<file path="src/design/ldm_decode_consts.svh">
/*
 * Opcode patterns, masks, field positions and cycle counts for the
 * load/multiply slice decoder.
 * Assumes 16-bit instruction words, upper byte in bits 15..8.
 */
`ifndef LDM_DECODE_CONSTS_SVH
`define LDM_DECODE_CONSTS_SVH

// ****************************************************************
// Upper-byte, lower-byte and whole-word patterns
// ****************************************************************
`define LDM_UB_LOAD_ACC_IMM 8'hb9
`define LDM_UB_ZLO_LOAD_HI 8'h6a
`define LDM_UB_ZHI_LOAD_LO 8'h69
`define LDM_UB_LOAD_ACC_SHIFT_BY_T_OPERAND_REGISTER 8'h6b
`define LDM_UB_AUX_SHORT_MASK 8'hf8
`define LDM_UB_AUX_SHORT 8'hb0
`define LDM_UB_AUX_LONG 8'hbf
`define LDM_LB_AUX_LONG_MASK 8'hf8
`define LDM_LB_AUX_LONG 8'h08
`define LDM_UB_PAGE_MEM 8'h0d
`define LDM_UB_PAGE_IMM_MASK 8'hfe
`define LDM_UB_PAGE_IMM 8'hbc
`define LDM_UB_STATUS_ZERO 8'h0e
`define LDM_UB_STATUS_ONE 8'h0f
`define LDM_UB_LOAD_T_AND_ACCUMULATE 8'h70
`define LDM_UB_LOAD_T_ACC_MOVE 8'h72
`define LDM_UB_LOAD_T_PRODUCT_TO_ACC 8'h71
`define LDM_UB_LOAD_T_AND_SUBTRACT 8'h74
`define LDM_UB_PRODUCT_ACCUMULATE_MOVE 8'ha3
`define LDM_UB_ARP_SET 8'h8b
`define LDM_LB_ARP_SET_MASK 8'hf8
`define LDM_LB_ARP_SET 8'h88
`define LDM_UB_MULTIPLY 8'h54
`define LDM_UB_PRODUCT_THEN_ACCUMULATE 8'h50
`define LDM_UB_PRODUCT_THEN_SUBTRACT 8'h51
`define LDM_UB_EXPONENT_ALIGN_ACC 8'ha0
`define LDM_W_OR_HIGH_IMM 16'hbe82
`define LDM_W_COPY_PRODUCT_TO_ACC 16'hbe03

// ****************************************************************
// Field positions and widths
// ****************************************************************
`define LDM_AUX_SEL_LSB 8
`define LDM_AUX_SEL_MSB 10
`define LDM_LONG_SEL_MSB 2
`define LDM_PAGE_HI_BIT 8

// ****************************************************************
// Cycle and word counts
// ****************************************************************
`define LDM_CYC_ONE 2'h1
`define LDM_CYC_TWO 2'h2
`define LDM_CYC_THREE 2'h3
`define LDM_WORDS_ONE 2'h1
`define LDM_WORDS_TWO 2'h2

`endif

</file>
<file path="src/design/ldm_decode_pkg.sv">
/*
 * Types shared by the load/multiply slice decoder.
 * Assumes nothing beyond a SystemVerilog compiler.
 */
package ldm_decode_pkg;

	typedef enum logic [4:0] {
		LDM_OP_NONE,
		LDM_OP_LOAD_ACC_IMM,
		LDM_OP_ZERO_ACC,
		LDM_OP_ZLO_LOAD_HI,
		LDM_OP_ZHI_LOAD_LO,
		LDM_OP_LOAD_ACC_SHIFT_BY_T_OPERAND_REGISTER,
		LDM_OP_LOAD_AUX_SHORT,
		LDM_OP_LOAD_AUX_REG_LONG,
		LDM_OP_SET_PAGE_POINTER_MEM,
		LDM_OP_SET_PAGE_POINTER_IMM,
		LDM_OP_LOAD_STATUS_WORD_ZERO,
		LDM_OP_LOAD_STATUS_WORD_ONE,
		LDM_OP_LOAD_T_AND_ACCUMULATE,
		LDM_OP_LOAD_T_ACC_MOVE,
		LDM_OP_LOAD_T_PRODUCT_TO_ACC,
		LDM_OP_LOAD_T_AND_SUBTRACT,
		LDM_OP_PRODUCT_ACCUMULATE_MOVE,
		LDM_OP_SET_ARP,
		LDM_OP_MULTIPLY,
		LDM_OP_PRODUCT_THEN_ACCUMULATE,
		LDM_OP_PRODUCT_THEN_SUBTRACT,
		LDM_OP_EXPONENT_ALIGN_ACC,
		LDM_OP_OR_HIGH_IMM,
		LDM_OP_COPY_PRODUCT_TO_ACC
	} ldm_op_t;

	typedef enum {
		LDM_ST_FIRST,
		LDM_ST_SECOND,
		LDM_ST_BUSY
	} ldm_state_t;

endpackage : ldm_decode_pkg

</file>
<file path="src/design/ldm_decode.sv">
/*
 * Load/multiply slice instruction decoder with word and cycle sequencing.
 * Assumes the fetch path offers one word per cycle with a valid strobe,
 * holding a word while READY is low.
 */
`include "ldm_decode_consts.svh"

module ldm_decode (
	input wire logic CLOCK,
	input wire logic RSTN,
	input wire logic [15:0] INSTR_WORD,
	input wire logic INSTR_VALID,
	output logic READY,
	output logic OP_VALID,
	output ldm_decode_pkg::ldm_op_t OP_CODE,
	output logic [7:0] OPERAND_LOW,
	output logic [2:0] AUX_REG_SELECT,
	output logic [8:0] PAGE_VALUE,
	output logic [15:0] SECOND_WORD,
	output logic [1:0] OP_WORDS,
	output logic [1:0] OP_CYCLES,
	output logic OP_UNKNOWN
);

	ldm_decode_pkg::ldm_state_t state_r;
	ldm_decode_pkg::ldm_op_t cls_op;
	ldm_decode_pkg::ldm_op_t pend_op_r;
	logic [1:0] cls_words;
	logic [1:0] cls_cycles;
	logic [1:0] pend_cycles_r;
	logic [1:0] busy_cnt_r;
	logic [15:0] first_word_r;
	logic take_first;
	logic take_second;

	ldm_word_class u_class (
		.word(INSTR_WORD),
		.op(cls_op),
		.words(cls_words),
		.cycles(cls_cycles)
	);

	// ****************************************************************
	// Handshake
	// ****************************************************************
	// Words are refused while a multi-cycle operation is still executing
	assign READY = (state_r != ldm_decode_pkg::LDM_ST_BUSY);
	assign take_first = INSTR_VALID && (state_r == ldm_decode_pkg::LDM_ST_FIRST);
	assign take_second = INSTR_VALID && (state_r == ldm_decode_pkg::LDM_ST_SECOND);

	// ****************************************************************
	// Sequencer
	// ****************************************************************
	always_ff @(posedge CLOCK or negedge RSTN) begin
		if (!RSTN) begin
			state_r <= ldm_decode_pkg::LDM_ST_FIRST;
			busy_cnt_r <= 2'h0;
		end else begin
			case (state_r)
				ldm_decode_pkg::LDM_ST_FIRST: begin
					if (take_first) begin
						if (cls_words == `LDM_WORDS_TWO) begin
							state_r <= ldm_decode_pkg::LDM_ST_SECOND;
						end else if (cls_cycles != `LDM_CYC_ONE) begin
							state_r <= ldm_decode_pkg::LDM_ST_BUSY;
							busy_cnt_r <= cls_cycles - `LDM_CYC_ONE;
						end
					end
				end
				ldm_decode_pkg::LDM_ST_SECOND: begin
					if (take_second) begin
						// The second word uses one of the cycles itself
						if (pend_cycles_r > `LDM_CYC_TWO) begin
							state_r <= ldm_decode_pkg::LDM_ST_BUSY;
							busy_cnt_r <= pend_cycles_r - `LDM_CYC_TWO;
						end else begin
							state_r <= ldm_decode_pkg::LDM_ST_FIRST;
						end
					end
				end
				ldm_decode_pkg::LDM_ST_BUSY: begin
					if (busy_cnt_r == `LDM_CYC_ONE) begin
						state_r <= ldm_decode_pkg::LDM_ST_FIRST;
					end
					busy_cnt_r <= busy_cnt_r - `LDM_CYC_ONE;
				end
				default: state_r <= ldm_decode_pkg::LDM_ST_FIRST;
			endcase
		end
	end

	// ****************************************************************
	// First-word capture for two-word forms
	// ****************************************************************
	always_ff @(posedge CLOCK or negedge RSTN) begin
		if (!RSTN) begin
			pend_op_r <= ldm_decode_pkg::LDM_OP_NONE;
			pend_cycles_r <= `LDM_CYC_ONE;
			first_word_r <= 16'h0000;
		end else if (take_first && cls_words == `LDM_WORDS_TWO) begin
			pend_op_r <= cls_op;
			pend_cycles_r <= cls_cycles;
			first_word_r <= INSTR_WORD;
		end
	end

	// ****************************************************************
	// Decoded outputs
	// ****************************************************************
	always_ff @(posedge CLOCK or negedge RSTN) begin
		if (!RSTN) begin
			OP_VALID <= 1'b0;
			OP_CODE <= ldm_decode_pkg::LDM_OP_NONE;
			OPERAND_LOW <= 8'h00;
			AUX_REG_SELECT <= 3'h0;
			PAGE_VALUE <= 9'h000;
			SECOND_WORD <= 16'h0000;
			OP_WORDS <= `LDM_WORDS_ONE;
			OP_CYCLES <= `LDM_CYC_ONE;
			OP_UNKNOWN <= 1'b0;
		end else begin
			OP_VALID <= 1'b0;
			OP_UNKNOWN <= 1'b0;
			if (take_first && cls_words == `LDM_WORDS_ONE) begin
				OP_VALID <= (cls_op != ldm_decode_pkg::LDM_OP_NONE);
				OP_UNKNOWN <= (cls_op == ldm_decode_pkg::LDM_OP_NONE);
				OP_CODE <= cls_op;
				OPERAND_LOW <= INSTR_WORD[7:0];
				// Short aux form selects in the upper byte, pointer form in the lower
				if (cls_op == ldm_decode_pkg::LDM_OP_SET_ARP) begin
					AUX_REG_SELECT <= INSTR_WORD[`LDM_LONG_SEL_MSB:0];
				end else begin
					AUX_REG_SELECT <= INSTR_WORD[`LDM_AUX_SEL_MSB:`LDM_AUX_SEL_LSB];
				end
				PAGE_VALUE <= {INSTR_WORD[`LDM_PAGE_HI_BIT], INSTR_WORD[7:0]};
				SECOND_WORD <= 16'h0000;
				OP_WORDS <= cls_words;
				OP_CYCLES <= cls_cycles;
			end else if (take_second) begin
				OP_VALID <= 1'b1;
				OP_CODE <= pend_op_r;
				OPERAND_LOW <= first_word_r[7:0];
				AUX_REG_SELECT <= first_word_r[`LDM_LONG_SEL_MSB:0];
				PAGE_VALUE <= 9'h000;
				SECOND_WORD <= INSTR_WORD;
				OP_WORDS <= `LDM_WORDS_TWO;
				OP_CYCLES <= pend_cycles_r;
			end
		end
	end

endmodule // ldm_decode

</file>
<file path="src/design/ldm_word_class.sv">
/*
 * Combinational classifier: maps a first instruction word onto an
 * operation code, word count and cycle count for this slice.
 * Assumes the caller registers the outputs.
 */
`include "ldm_decode_consts.svh"

module ldm_word_class (
	input wire logic [15:0] word,
	output ldm_decode_pkg::ldm_op_t op,
	output logic [1:0] words,
	output logic [1:0] cycles
);

	logic [7:0] ub;
	logic [7:0] lb;

	assign ub = word[15:8];
	assign lb = word[7:0];

	// ****************************************************************
	// Pattern match
	// ****************************************************************
	always_comb begin
		op = ldm_decode_pkg::LDM_OP_NONE;
		words = `LDM_WORDS_ONE;
		cycles = `LDM_CYC_ONE;
		if (word == `LDM_W_OR_HIGH_IMM) begin
			op = ldm_decode_pkg::LDM_OP_OR_HIGH_IMM;
			words = `LDM_WORDS_TWO;
			cycles = `LDM_CYC_TWO;
		end else if (word == `LDM_W_COPY_PRODUCT_TO_ACC) begin
			op = ldm_decode_pkg::LDM_OP_COPY_PRODUCT_TO_ACC;
		end else if (ub == `LDM_UB_AUX_LONG && (lb & `LDM_LB_AUX_LONG_MASK) == `LDM_LB_AUX_LONG) begin
			op = ldm_decode_pkg::LDM_OP_LOAD_AUX_REG_LONG;
			words = `LDM_WORDS_TWO;
			cycles = `LDM_CYC_TWO;
		end else if (ub == `LDM_UB_ARP_SET && (lb & `LDM_LB_ARP_SET_MASK) == `LDM_LB_ARP_SET) begin
			op = ldm_decode_pkg::LDM_OP_SET_ARP;
		end else if ((ub & `LDM_UB_AUX_SHORT_MASK) == `LDM_UB_AUX_SHORT) begin
			op = ldm_decode_pkg::LDM_OP_LOAD_AUX_SHORT;
			cycles = `LDM_CYC_TWO;
		end else if ((ub & `LDM_UB_PAGE_IMM_MASK) == `LDM_UB_PAGE_IMM) begin
			op = ldm_decode_pkg::LDM_OP_SET_PAGE_POINTER_IMM;
			cycles = `LDM_CYC_TWO;
		end else begin
			case (ub)
				`LDM_UB_LOAD_ACC_IMM: begin
					op = (lb == 8'h00) ? ldm_decode_pkg::LDM_OP_ZERO_ACC : ldm_decode_pkg::LDM_OP_LOAD_ACC_IMM;
				end
				`LDM_UB_ZLO_LOAD_HI: op = ldm_decode_pkg::LDM_OP_ZLO_LOAD_HI;
				`LDM_UB_ZHI_LOAD_LO: op = ldm_decode_pkg::LDM_OP_ZHI_LOAD_LO;
				`LDM_UB_LOAD_ACC_SHIFT_BY_T_OPERAND_REGISTER: op = ldm_decode_pkg::LDM_OP_LOAD_ACC_SHIFT_BY_T_OPERAND_REGISTER;
				`LDM_UB_PAGE_MEM: begin
					op = ldm_decode_pkg::LDM_OP_SET_PAGE_POINTER_MEM;
					cycles = `LDM_CYC_TWO;
				end
				`LDM_UB_STATUS_ZERO: begin
					op = ldm_decode_pkg::LDM_OP_LOAD_STATUS_WORD_ZERO;
					cycles = `LDM_CYC_TWO;
				end
				`LDM_UB_STATUS_ONE: begin
					op = ldm_decode_pkg::LDM_OP_LOAD_STATUS_WORD_ONE;
					cycles = `LDM_CYC_TWO;
				end
				`LDM_UB_LOAD_T_AND_ACCUMULATE: op = ldm_decode_pkg::LDM_OP_LOAD_T_AND_ACCUMULATE;
				`LDM_UB_LOAD_T_ACC_MOVE: op = ldm_decode_pkg::LDM_OP_LOAD_T_ACC_MOVE;
				`LDM_UB_LOAD_T_PRODUCT_TO_ACC: op = ldm_decode_pkg::LDM_OP_LOAD_T_PRODUCT_TO_ACC;
				`LDM_UB_LOAD_T_AND_SUBTRACT: op = ldm_decode_pkg::LDM_OP_LOAD_T_AND_SUBTRACT;
				`LDM_UB_PRODUCT_ACCUMULATE_MOVE: begin
					op = ldm_decode_pkg::LDM_OP_PRODUCT_ACCUMULATE_MOVE;
					words = `LDM_WORDS_TWO;
					cycles = `LDM_CYC_THREE;
				end
				`LDM_UB_MULTIPLY: op = ldm_decode_pkg::LDM_OP_MULTIPLY;
				`LDM_UB_PRODUCT_THEN_ACCUMULATE: op = ldm_decode_pkg::LDM_OP_PRODUCT_THEN_ACCUMULATE;
				`LDM_UB_PRODUCT_THEN_SUBTRACT: op = ldm_decode_pkg::LDM_OP_PRODUCT_THEN_SUBTRACT;
				`LDM_UB_EXPONENT_ALIGN_ACC: op = ldm_decode_pkg::LDM_OP_EXPONENT_ALIGN_ACC;
				default: op = ldm_decode_pkg::LDM_OP_NONE;
			endcase
		end
	end

endmodule // ldm_word_class

</file>
<file path="config.mk">
export PLATFORM = sky130hd
export DESIGN_NAME = ldm_decode
export DESIGN_NICKNAME = d
export VERILOG_FILES = /design/src/design/ldm_decode_pkg.sv /design/src/design/ldm_decode.sv /design/src/design/ldm_word_class.sv
export VERILOG_INCLUDE_DIRS = /design/src /design/src/design
export SDC_FILE = /design/constraint.sdc
export NUM_CORES = 1
export LEC_CHECK = 0
export BUFFER_PORTS_ARGS = -buffer_cell sky130_fd_sc_hd__buf_2
export CORE_AREA = 3 3 91 93
export CTS_CLUSTER_DIAMETER = 40
export DETAILED_ROUTE_END_ITERATION = 6
export DIE_AREA = 0 0 94 96
export PLACE_DENSITY_LB_ADDON = 0.15
export SETUP_SLACK_MARGIN = 0.1
export SLEW_MARGIN = 0
export SYNTH_ARGS = -nofsm -noshare
export SYNTH_HDL_FRONTEND = slang
export SYNTH_HIERARCHICAL = 1
export SYNTH_SLANG_ARGS = --single-unit
</file>
<file path="constraint.sdc">
create_clock -name CLOCK -period 2.7 [get_ports CLOCK]
set_input_delay 0 -clock CLOCK [delete_from_list [all_inputs] [get_ports CLOCK]]
set_output_delay 0 -clock CLOCK [all_outputs]
set_load 0.005 [all_outputs]
</file>
==> metrics.csv, run 1 <==
metric,value,unit
status,"complete, no violations",
drt drc,0,
Clock Skews,0.00955,ns
Placed Cells,514,
"Reg clk slew, reported paths",0.08,ns
Yosys top cell area share,44.2,%
Hold WS,0.0462,ns
Initial DRT Pass Iterations,4,
mapped cell area,3570,um^2
Post-Syn Nets,391,
Peak Freq,0.416,GHz
setup_tns,0,ns
post-synthesis sequential area ratio,46.4,%
row count,32,
vias in the first global route,2792,
Clock Path Buffers,2,
post-DR vias/cell,5.39,
post-CTS setup buffer count,0,
WL/cell,15.8,um
worst rel slew slack,53.6,%
final setup fails,0,
first-pass GRT wire length,14100,um
share of total power in combinational logic,26.5,%
Worst Setup End Kind,register,
ys flop type,dfrtp_1,
routed vias,2935,
Post-synth EDFFs,0,
Synth area leader,dfrtp_1,
RSZ-0062 raised after global routing,no,
ANT cells,0,
Critical Path Start Type,input pin,
largest cells by area after synthesis,"dfrtp_1, nand2_1, mux2_2",
Final Wtd Congestion,0.889,
synthesized instance count,365,
chip width,94,um
# fillers,703,
internal power,2240,uW
DRT Wirelength,8590,um
Clock Sinks,66,
Netlist cell types,61,
Async SR Flop Fraction,100,%
starting density of the core,46.9,%
switch share,30.0,%
maximum net fanout on the critical path,14,
Hold Path Class,in -> reg,
Worst-Skew Late Latency,0.34,ns
dpl hpwl,5720,um
Sw Pwr,960,uW
arrival time of the worst setup path,2.64,ns
GR Util All Layers,20.3,%
pin count of the biggest net entering global routing,56,
area of the multi-input gates,1750,um^2
Reg area,1660,um^2
crit path time final,2.41,ns
"commonest non-fill, non-tap cell in the layout",nand2_1,
antenna-violating nets left,0,
sequential share of power,40.7,%
CTS root buf,clkbuf_8,
drt initial violations,149,
"Core Util, Final",57.1,%
max-slew violation count,0,
Worst-Margin Slew,0.696,ns
initial antenna violation count,0,
total core area,7610,um^2
Max IR drop VDD,0.000390,V
CTS tree,done,
share of cells above drive strength 1,26.9,%
synth warn,6,
post-route clock period utilization,89.1,%
Critical Path RT,2.93,ns
Area Overhead vs Synth,21.7,%
critical path class,in -> reg,
port bufs,66,
CTS buffer count,9,
Die H,96,um
DIE AREA,9020,um^2
final hold violations,0,
Overflow after GRT,0,
CTS H-tree lvls,3,
fin nets,464,
register bit total from synthesis,66,
"commonest non-fill, non-tap cells in the layout","nand2_1, buf_2, dfrtp_1",
Lkg Pwr,0.00213,uW
# IOs,67,
Clock Power Share,32.8,%
final non-filler cell total,545,
syn avg cell area,9.77,um^2
max_cap viols,0,
total power,3200,uW
Pwr Density,737,nW/um^2
==> cell usage after synthesis (2+ instances only) <==
cell       number
a32o_1          2
nand4bb_1       2
o21ai_0        20
nor4_1          6
and3_1          3
nand2b_1       10
clkbuf_1        3
nand3b_1        2
nand4_1         3
nor2_1         15
inv_1          10
clkbuf_2        2
or3b_1          2
nor2b_1         2
a31oi_1         6
nand3_1        12
buf_4           3
or4b_4          2
ha_1            7
dfrtp_1        63
o211ai_1        3
a21oi_1        23
buf_6           3
and2_1          2
nand2_1        71
nor3_1          4
mux2_2         15
a221oi_1        2
a211oi_1        3
nor3b_1         3
a22oi_1         4
dfstp_2         3
mux2i_1        16
buf_2          11
==> registers in the layout, indices dropped and copies added, names as in the netlist <==
signal,cells
state_r,2
OP_CYCLES,2
first_word_r,8
OP_WORDS,2
pend_op_r,5
PAGE_VALUE,9
OP_UNKNOWN,1
OP_CODE,5
busy_cnt_r,2
AUX_REG_SELECT,3
OPERAND_LOW,8
pend_cycles_r,2
SECOND_WORD,16
OP_VALID,1
==> worst max-delay path, stage by stage <==
cell and delay, ns:
dlygate4sd3_1 0.52, buf_2 0.20, or4b_1 0.54, nor3_1 0.35, a211o_1 0.17, nand2b_1 0.13, inv_1 0.06, ha_1 0.19
nor2_1 0.10, o21ai_1 0.09, mux2_2 0.28
==> power groups by stage <==
stage	registers, uW	clock network [uW]	logic (uW)
floorplan	1320	0	491
global placement	1320	0	819
detailed placement	1320	0	836
CTS	1300	1080	858
global route	1320	1130	975
finish	1300	1050	848
==> cell families after synthesis <==
| logic type | share of synthesized area, % |
|---|---|
| compound gates | 12.6 |
| xor+xnor | 0.491 |
| fa+ha+maj | 2.74 |
| buf+inv | 4.88 |
| flops | 46.4 |
| mux | 9.54 |
| simple gates | 23.3 |
==> timing repair <==
action,4_1_cts,5_1_grt
gates resized for setup,0,3
setup endpoints to repair,0,61
hold endpoints to repair,58,0
hold buffers,15,0
==> layer usage <==
| metal | global-route usage, % | wire length, um |
|---|---|---|
| met4 | 8.66 | 188 |
| met5 | 0 | 0 |
| met2 | 31.4 | 4030 |
| met1 | 28.0 | 3970 |
| met3 | 3.83 | 397 |
==> layout make-up <==
class / instances / area share [%]
Multi-Input combinational cell: 266 / 40.2
Timing Repair Buffer: 84 / 11.9
Clock buffer: 12 / 3.57
Inverter: 11 / 0.951
Sequential cell: 66 / 38.1
Tap cell: 102 / 2.94
Clock inverter: 4 / 2.28
==> per-stage QoR <==
| stage | cell area [um^2] | worst slack [ns] |
|---|---|---|
| 2_1_floorplan | 3570 | 0.820 |
| 3_3_place_gp | 3930 | 0.366 |
| 3_5_place_dp | 3930 | 0.212 |
| 4_1_cts | 4330 | 0.110 |
| 5_1_grt | 4340 | 0.129 |
| 6_report | 4340 | 0.294 |
==> worst paths after layout <==
check	slack, ns	to	from	cells after the start
worst min register to register	0.46	OP_WORDS[0]	OP_WORDS[0]	2
min in group asynchronous	0.25	OP_CODE[4]	RSTN	2
worst min-delay path	0.05	SECOND_WORD[10]	INSTR_WORD[10]	3
worst max-delay path	0.29	busy_cnt_r[1]	INSTR_WORD[13]	11
max in group asynchronous	1.82	first_word_r[0]	RSTN	3
worst max register to register	0.72	AUX_REG_SELECT[0]	state_r[1]	5
(Power assumes the default switching activity.)
==> run 2: changes to the inputs <==
Settings changed: GPL_TIMING_DRIVEN set to 0, SYNTH_HIERARCHICAL 1 to unset.
==> run 2 against run 1 <==
Compared with the run above: utilization fell by 0.33 points; sequential share of layout area up 0.22 points; synthesized area is essentially flat; highest routed layer unchanged; clock skew fell by 0.0031 ns; maximum frequency barely moved; clock power shrank 10%; total power increased by 3.0%.
==> metrics.csv, run 2 <==
metric,value,unit,change
Worst Setup End Kind,register,,
Post-CTS Resized,0,,unchanged
Critical Path Start Type,input pin,,
Final Wtd Congestion,0.900,,+1.2%
crit-path max cell delay,0.52,ns,-0.02 ns
final hold violations,0,,unchanged
Worst Slack Setup Final,0.294,ns,-0.000321 ns
max-slew violation count,0,,unchanged
Setup crit start,INSTR_WORD[3],,
CTS tree,done,,
cts-stage hold buffer count,8,,-7
starting density of the core,46.9,%,about the same
Lkg Pwr,0.00209,uW,-2.1%
critical path class,in -> reg,,
chip width,94,um,unchanged
most frequent cell after synthesis,nand2_1,,
total core area,7610,um^2,unchanged
Worst-Skew Late Latency,0.34,ns,about the same
maximum net fanout on the critical path,8,,-6
max_cap viols,0,,unchanged
Overflow after GRT,0,,unchanged
met2 WL post-DR,4380,um,+8.8%
RSZ-0062 raised after global routing,no,,
Max IR drop VDD,0.000453,V,+16%
share of total power in combinational logic,30.4,%,+3.9 points
Hold EP,SECOND_WORD[15],,
Clock Power Share,28.6,%,-4.2 points
hold depth,4,,+1
port bufs,63,,-4.5%
reg-to-reg startpoint,state_r[1],,
CTS H-tree lvls,3,,unchanged
pin count of the biggest net entering global routing,67,,+20%
dpl hpwl,6670,um,+17%
RR Endpoint,SECOND_WORD[6],,
worst rel slew slack,44.4,%,-9.3 points
final setup fails,0,,unchanged
Area Overhead vs Synth,21.1,%,
drt drc,0,,unchanged
Die H,96,um,unchanged
post-DR vias/cell,5.51,,+2.4%
share of cells above drive strength 1,25.3,%,-1.6 points
initial antenna violation count,0,,unchanged
sequential share of power,41.0,%,+0.3 points
largest cells by area after synthesis,"dfrtp_1, nand2_1, a21oi_1",,
Peak Freq,0.416,GHz,about the same
largest registers,"SECOND_WORD (16), PAGE_VALUE (9)",,
# IOs,67,,unchanged
Sw Pwr,1100,uW,+14%
Worst-Margin Slew,0.835,ns,+0.139 ns
"commonest non-fill, non-tap cells in the layout","nand2_1, buf_2, dfrtp_1",,
total power,3290,uW,+3.0%
arrival time of the worst setup path,2.63,ns,about the same
switch share,33.3,%,+3.3 points
post-CTS setup buffer count,0,,unchanged
worst hold start,INSTR_WORD[15],,
final non-filler cell total,573,,+5.1%
worst-path cell chain,"dlygate4sd3_1, buf_2, nand3_1, nor4b_1, o21bai_1, o211a_1, nor2b_1, ha_1, and3b_1, o21ai_2, mux2_1",,
pre-CTS setup slack,0.192,ns,-0.0199 ns
register bit total from synthesis,66,,unchanged
Yosys top cell area share,44.2,%,about the same
first-pass GRT wire length,15300,um,+8.4%
CTS buffer count,9,,unchanged
status,"complete, no violations",,
fin nets,490,,+5.6%
mapped cell area,3560,um^2,about the same
Initial DRT Pass Iterations,5,,+1
Pwr Density,763,nW/um^2,+3.6%
R2R cell count,8,,+3
"Reg clk slew, reported paths",0.07,ns,about the same
CTS root buf,clkbuf_8,,
routed vias,3160,,+7.7%
post-synthesis sequential area ratio,46.4,%,about the same
ys flop type,dfrtp_1,,
Clock Sinks,66,,unchanged
WL/cell,16.5,um,+4.9%
antenna-violating nets left,0,,unchanged
ANT cells,0,,unchanged
wl on met1,4380,um,+10%
max FFs per register,16,,unchanged
syn avg cell area,9.28,um^2,-5.0%
Async SR Flop Fraction,100,%,unchanged
drt initial violations,285,,+91%
Post-synth top cells,"nand2_1, dfrtp_1, a21oi_1",,
Clock Skews,0.00649,ns,-0.00306 ns
Critical Path RT,2.92,ns,about the same
met3 routed WL,616,um,+55%
crit path time final,2.41,ns,+0.000321 ns
synthesized instance count,384,,+5.2%
internal power,2200,uW,-1.8%
row count,32,,unchanged
Clock Path Buffers,2,,unchanged
"Most flops, register",SECOND_WORD,,
Hold Path Class,in -> reg,,
Post-synth EDFFs,0,,unchanged
Post-Syn Nets,408,,+4.3%
Netlist cell types,67,,+9.8%
"commonest non-fill, non-tap cell in the layout",nand2_1,,
Highest Signal Layer,met4,,
GR Util All Layers,22.1,%,+1.8 points
DIE AREA,9020,um^2,unchanged
setup_tns,0,ns,unchanged
Placed Cells,549,,+6.8%
Synth area leader,dfrtp_1,,
DRT Wirelength,9470,um,+10%
synth warn,0,,-6
critical path's slowest cell,dlygate4sd3_1,,
vias in the first global route,3025,,+8.3%
r2r setup slk,0.43,ns,-0.29 ns
# fillers,711,,+1.1%
post-route clock period utilization,89.1,%,about the same
[run 2: cell types whose count changed in the layout (fill, tap and decap cells not counted), sizes merged, moves of 8 or more]
cell / change
clkbuf: +12
mux2i: -9
a21oi: +8
buf: +8
nand2: +8
[run 2: metal layers]
metal  track usage, %  up-vias
met1             30.3     1522
met5                0        -
met2             34.7      113
met3             6.02       11
li1                 -     1514
met4             6.26        0
[run 2: area by class of cell]
cell class	count	area, um^2	share of cell area [%]
clock inverters	7	101	2.35
well taps	102	128	2.96
flip-flops and latches	66	1660	38.4
clock buffers	9	124	2.87
plain buffers	29	143	3.31
multi-input cells	280	1730	40.2
inverters	9	33.8	0.783
repair buffers	71	398	9.22
[run 2: worst max-delay path by stage]
stage | end | slack, ns | cells past startpoint
3_3_place_gp | busy_cnt_r[0] | 0.21 | 11
5_1_grt | busy_cnt_r[0] | 0.13 | 11
3_5_place_dp | busy_cnt_r[0] | 0.19 | 11
6_report | busy_cnt_r[0] | 0.29 | 11
2_1_floorplan | busy_cnt_r[0] | 0.61 | 10
4_1_cts | busy_cnt_r[0] | 0.35 | 11
[run 2: stage by stage]
stage / cell area, um^2 / hold WS (ns) / utilization [%]
finish: 4320 / 0.0688 / 56.7
global route: 4320 / 0.0802 / 56.7
detailed placement: 4010 / 0.158 / 52.7
global placement: 4010 / 0.270 / 52.7
floorplan: 3560 / -0.296 / -
CTS: 4320 / 0.0457 / 56.7
[run 2: power groups by stage]
| stage | Clock (uW) | Combinational (uW) | Sequential, uW |
|---|---|---|---|
| 2_1_floorplan | 0 | 573 | 1370 |
| 5_1_grt | 1000 | 1130 | 1380 |
| 3_3_place_gp | 0 | 981 | 1370 |
| 6_report | 942 | 1000 | 1350 |
| 3_5_place_dp | 0 | 995 | 1360 |
| 4_1_cts | 968 | 1010 | 1350 |
[run 2: logic make-up after synthesis]
family / after synthesis / share of synthesized area, %
AO/OA/AOI/OAI: 81 / 14.7
multiplexers: 18 / 5.44
buffers and inverters: 38 / 4.95
adder cells (fa/ha/maj): 6 / 2.04
AND/OR/NAND/NOR: 173 / 26.0
flip-flops: 66 / 46.4
XOR/XNOR: 2 / 0.491
[run 2: worst max-delay path: cells and delay by family]
| kind | cells | cell delay (ns) |
|---|---|---|
| muxes | 1 | 0.32 |
| and+or+nand+nor | 4 | 0.96 |
| adders and majority gates | 1 | 0.22 |
| AOI/OAI and AO/OA | 3 | 0.41 |
| buffers and inverters | 2 | 0.71 |
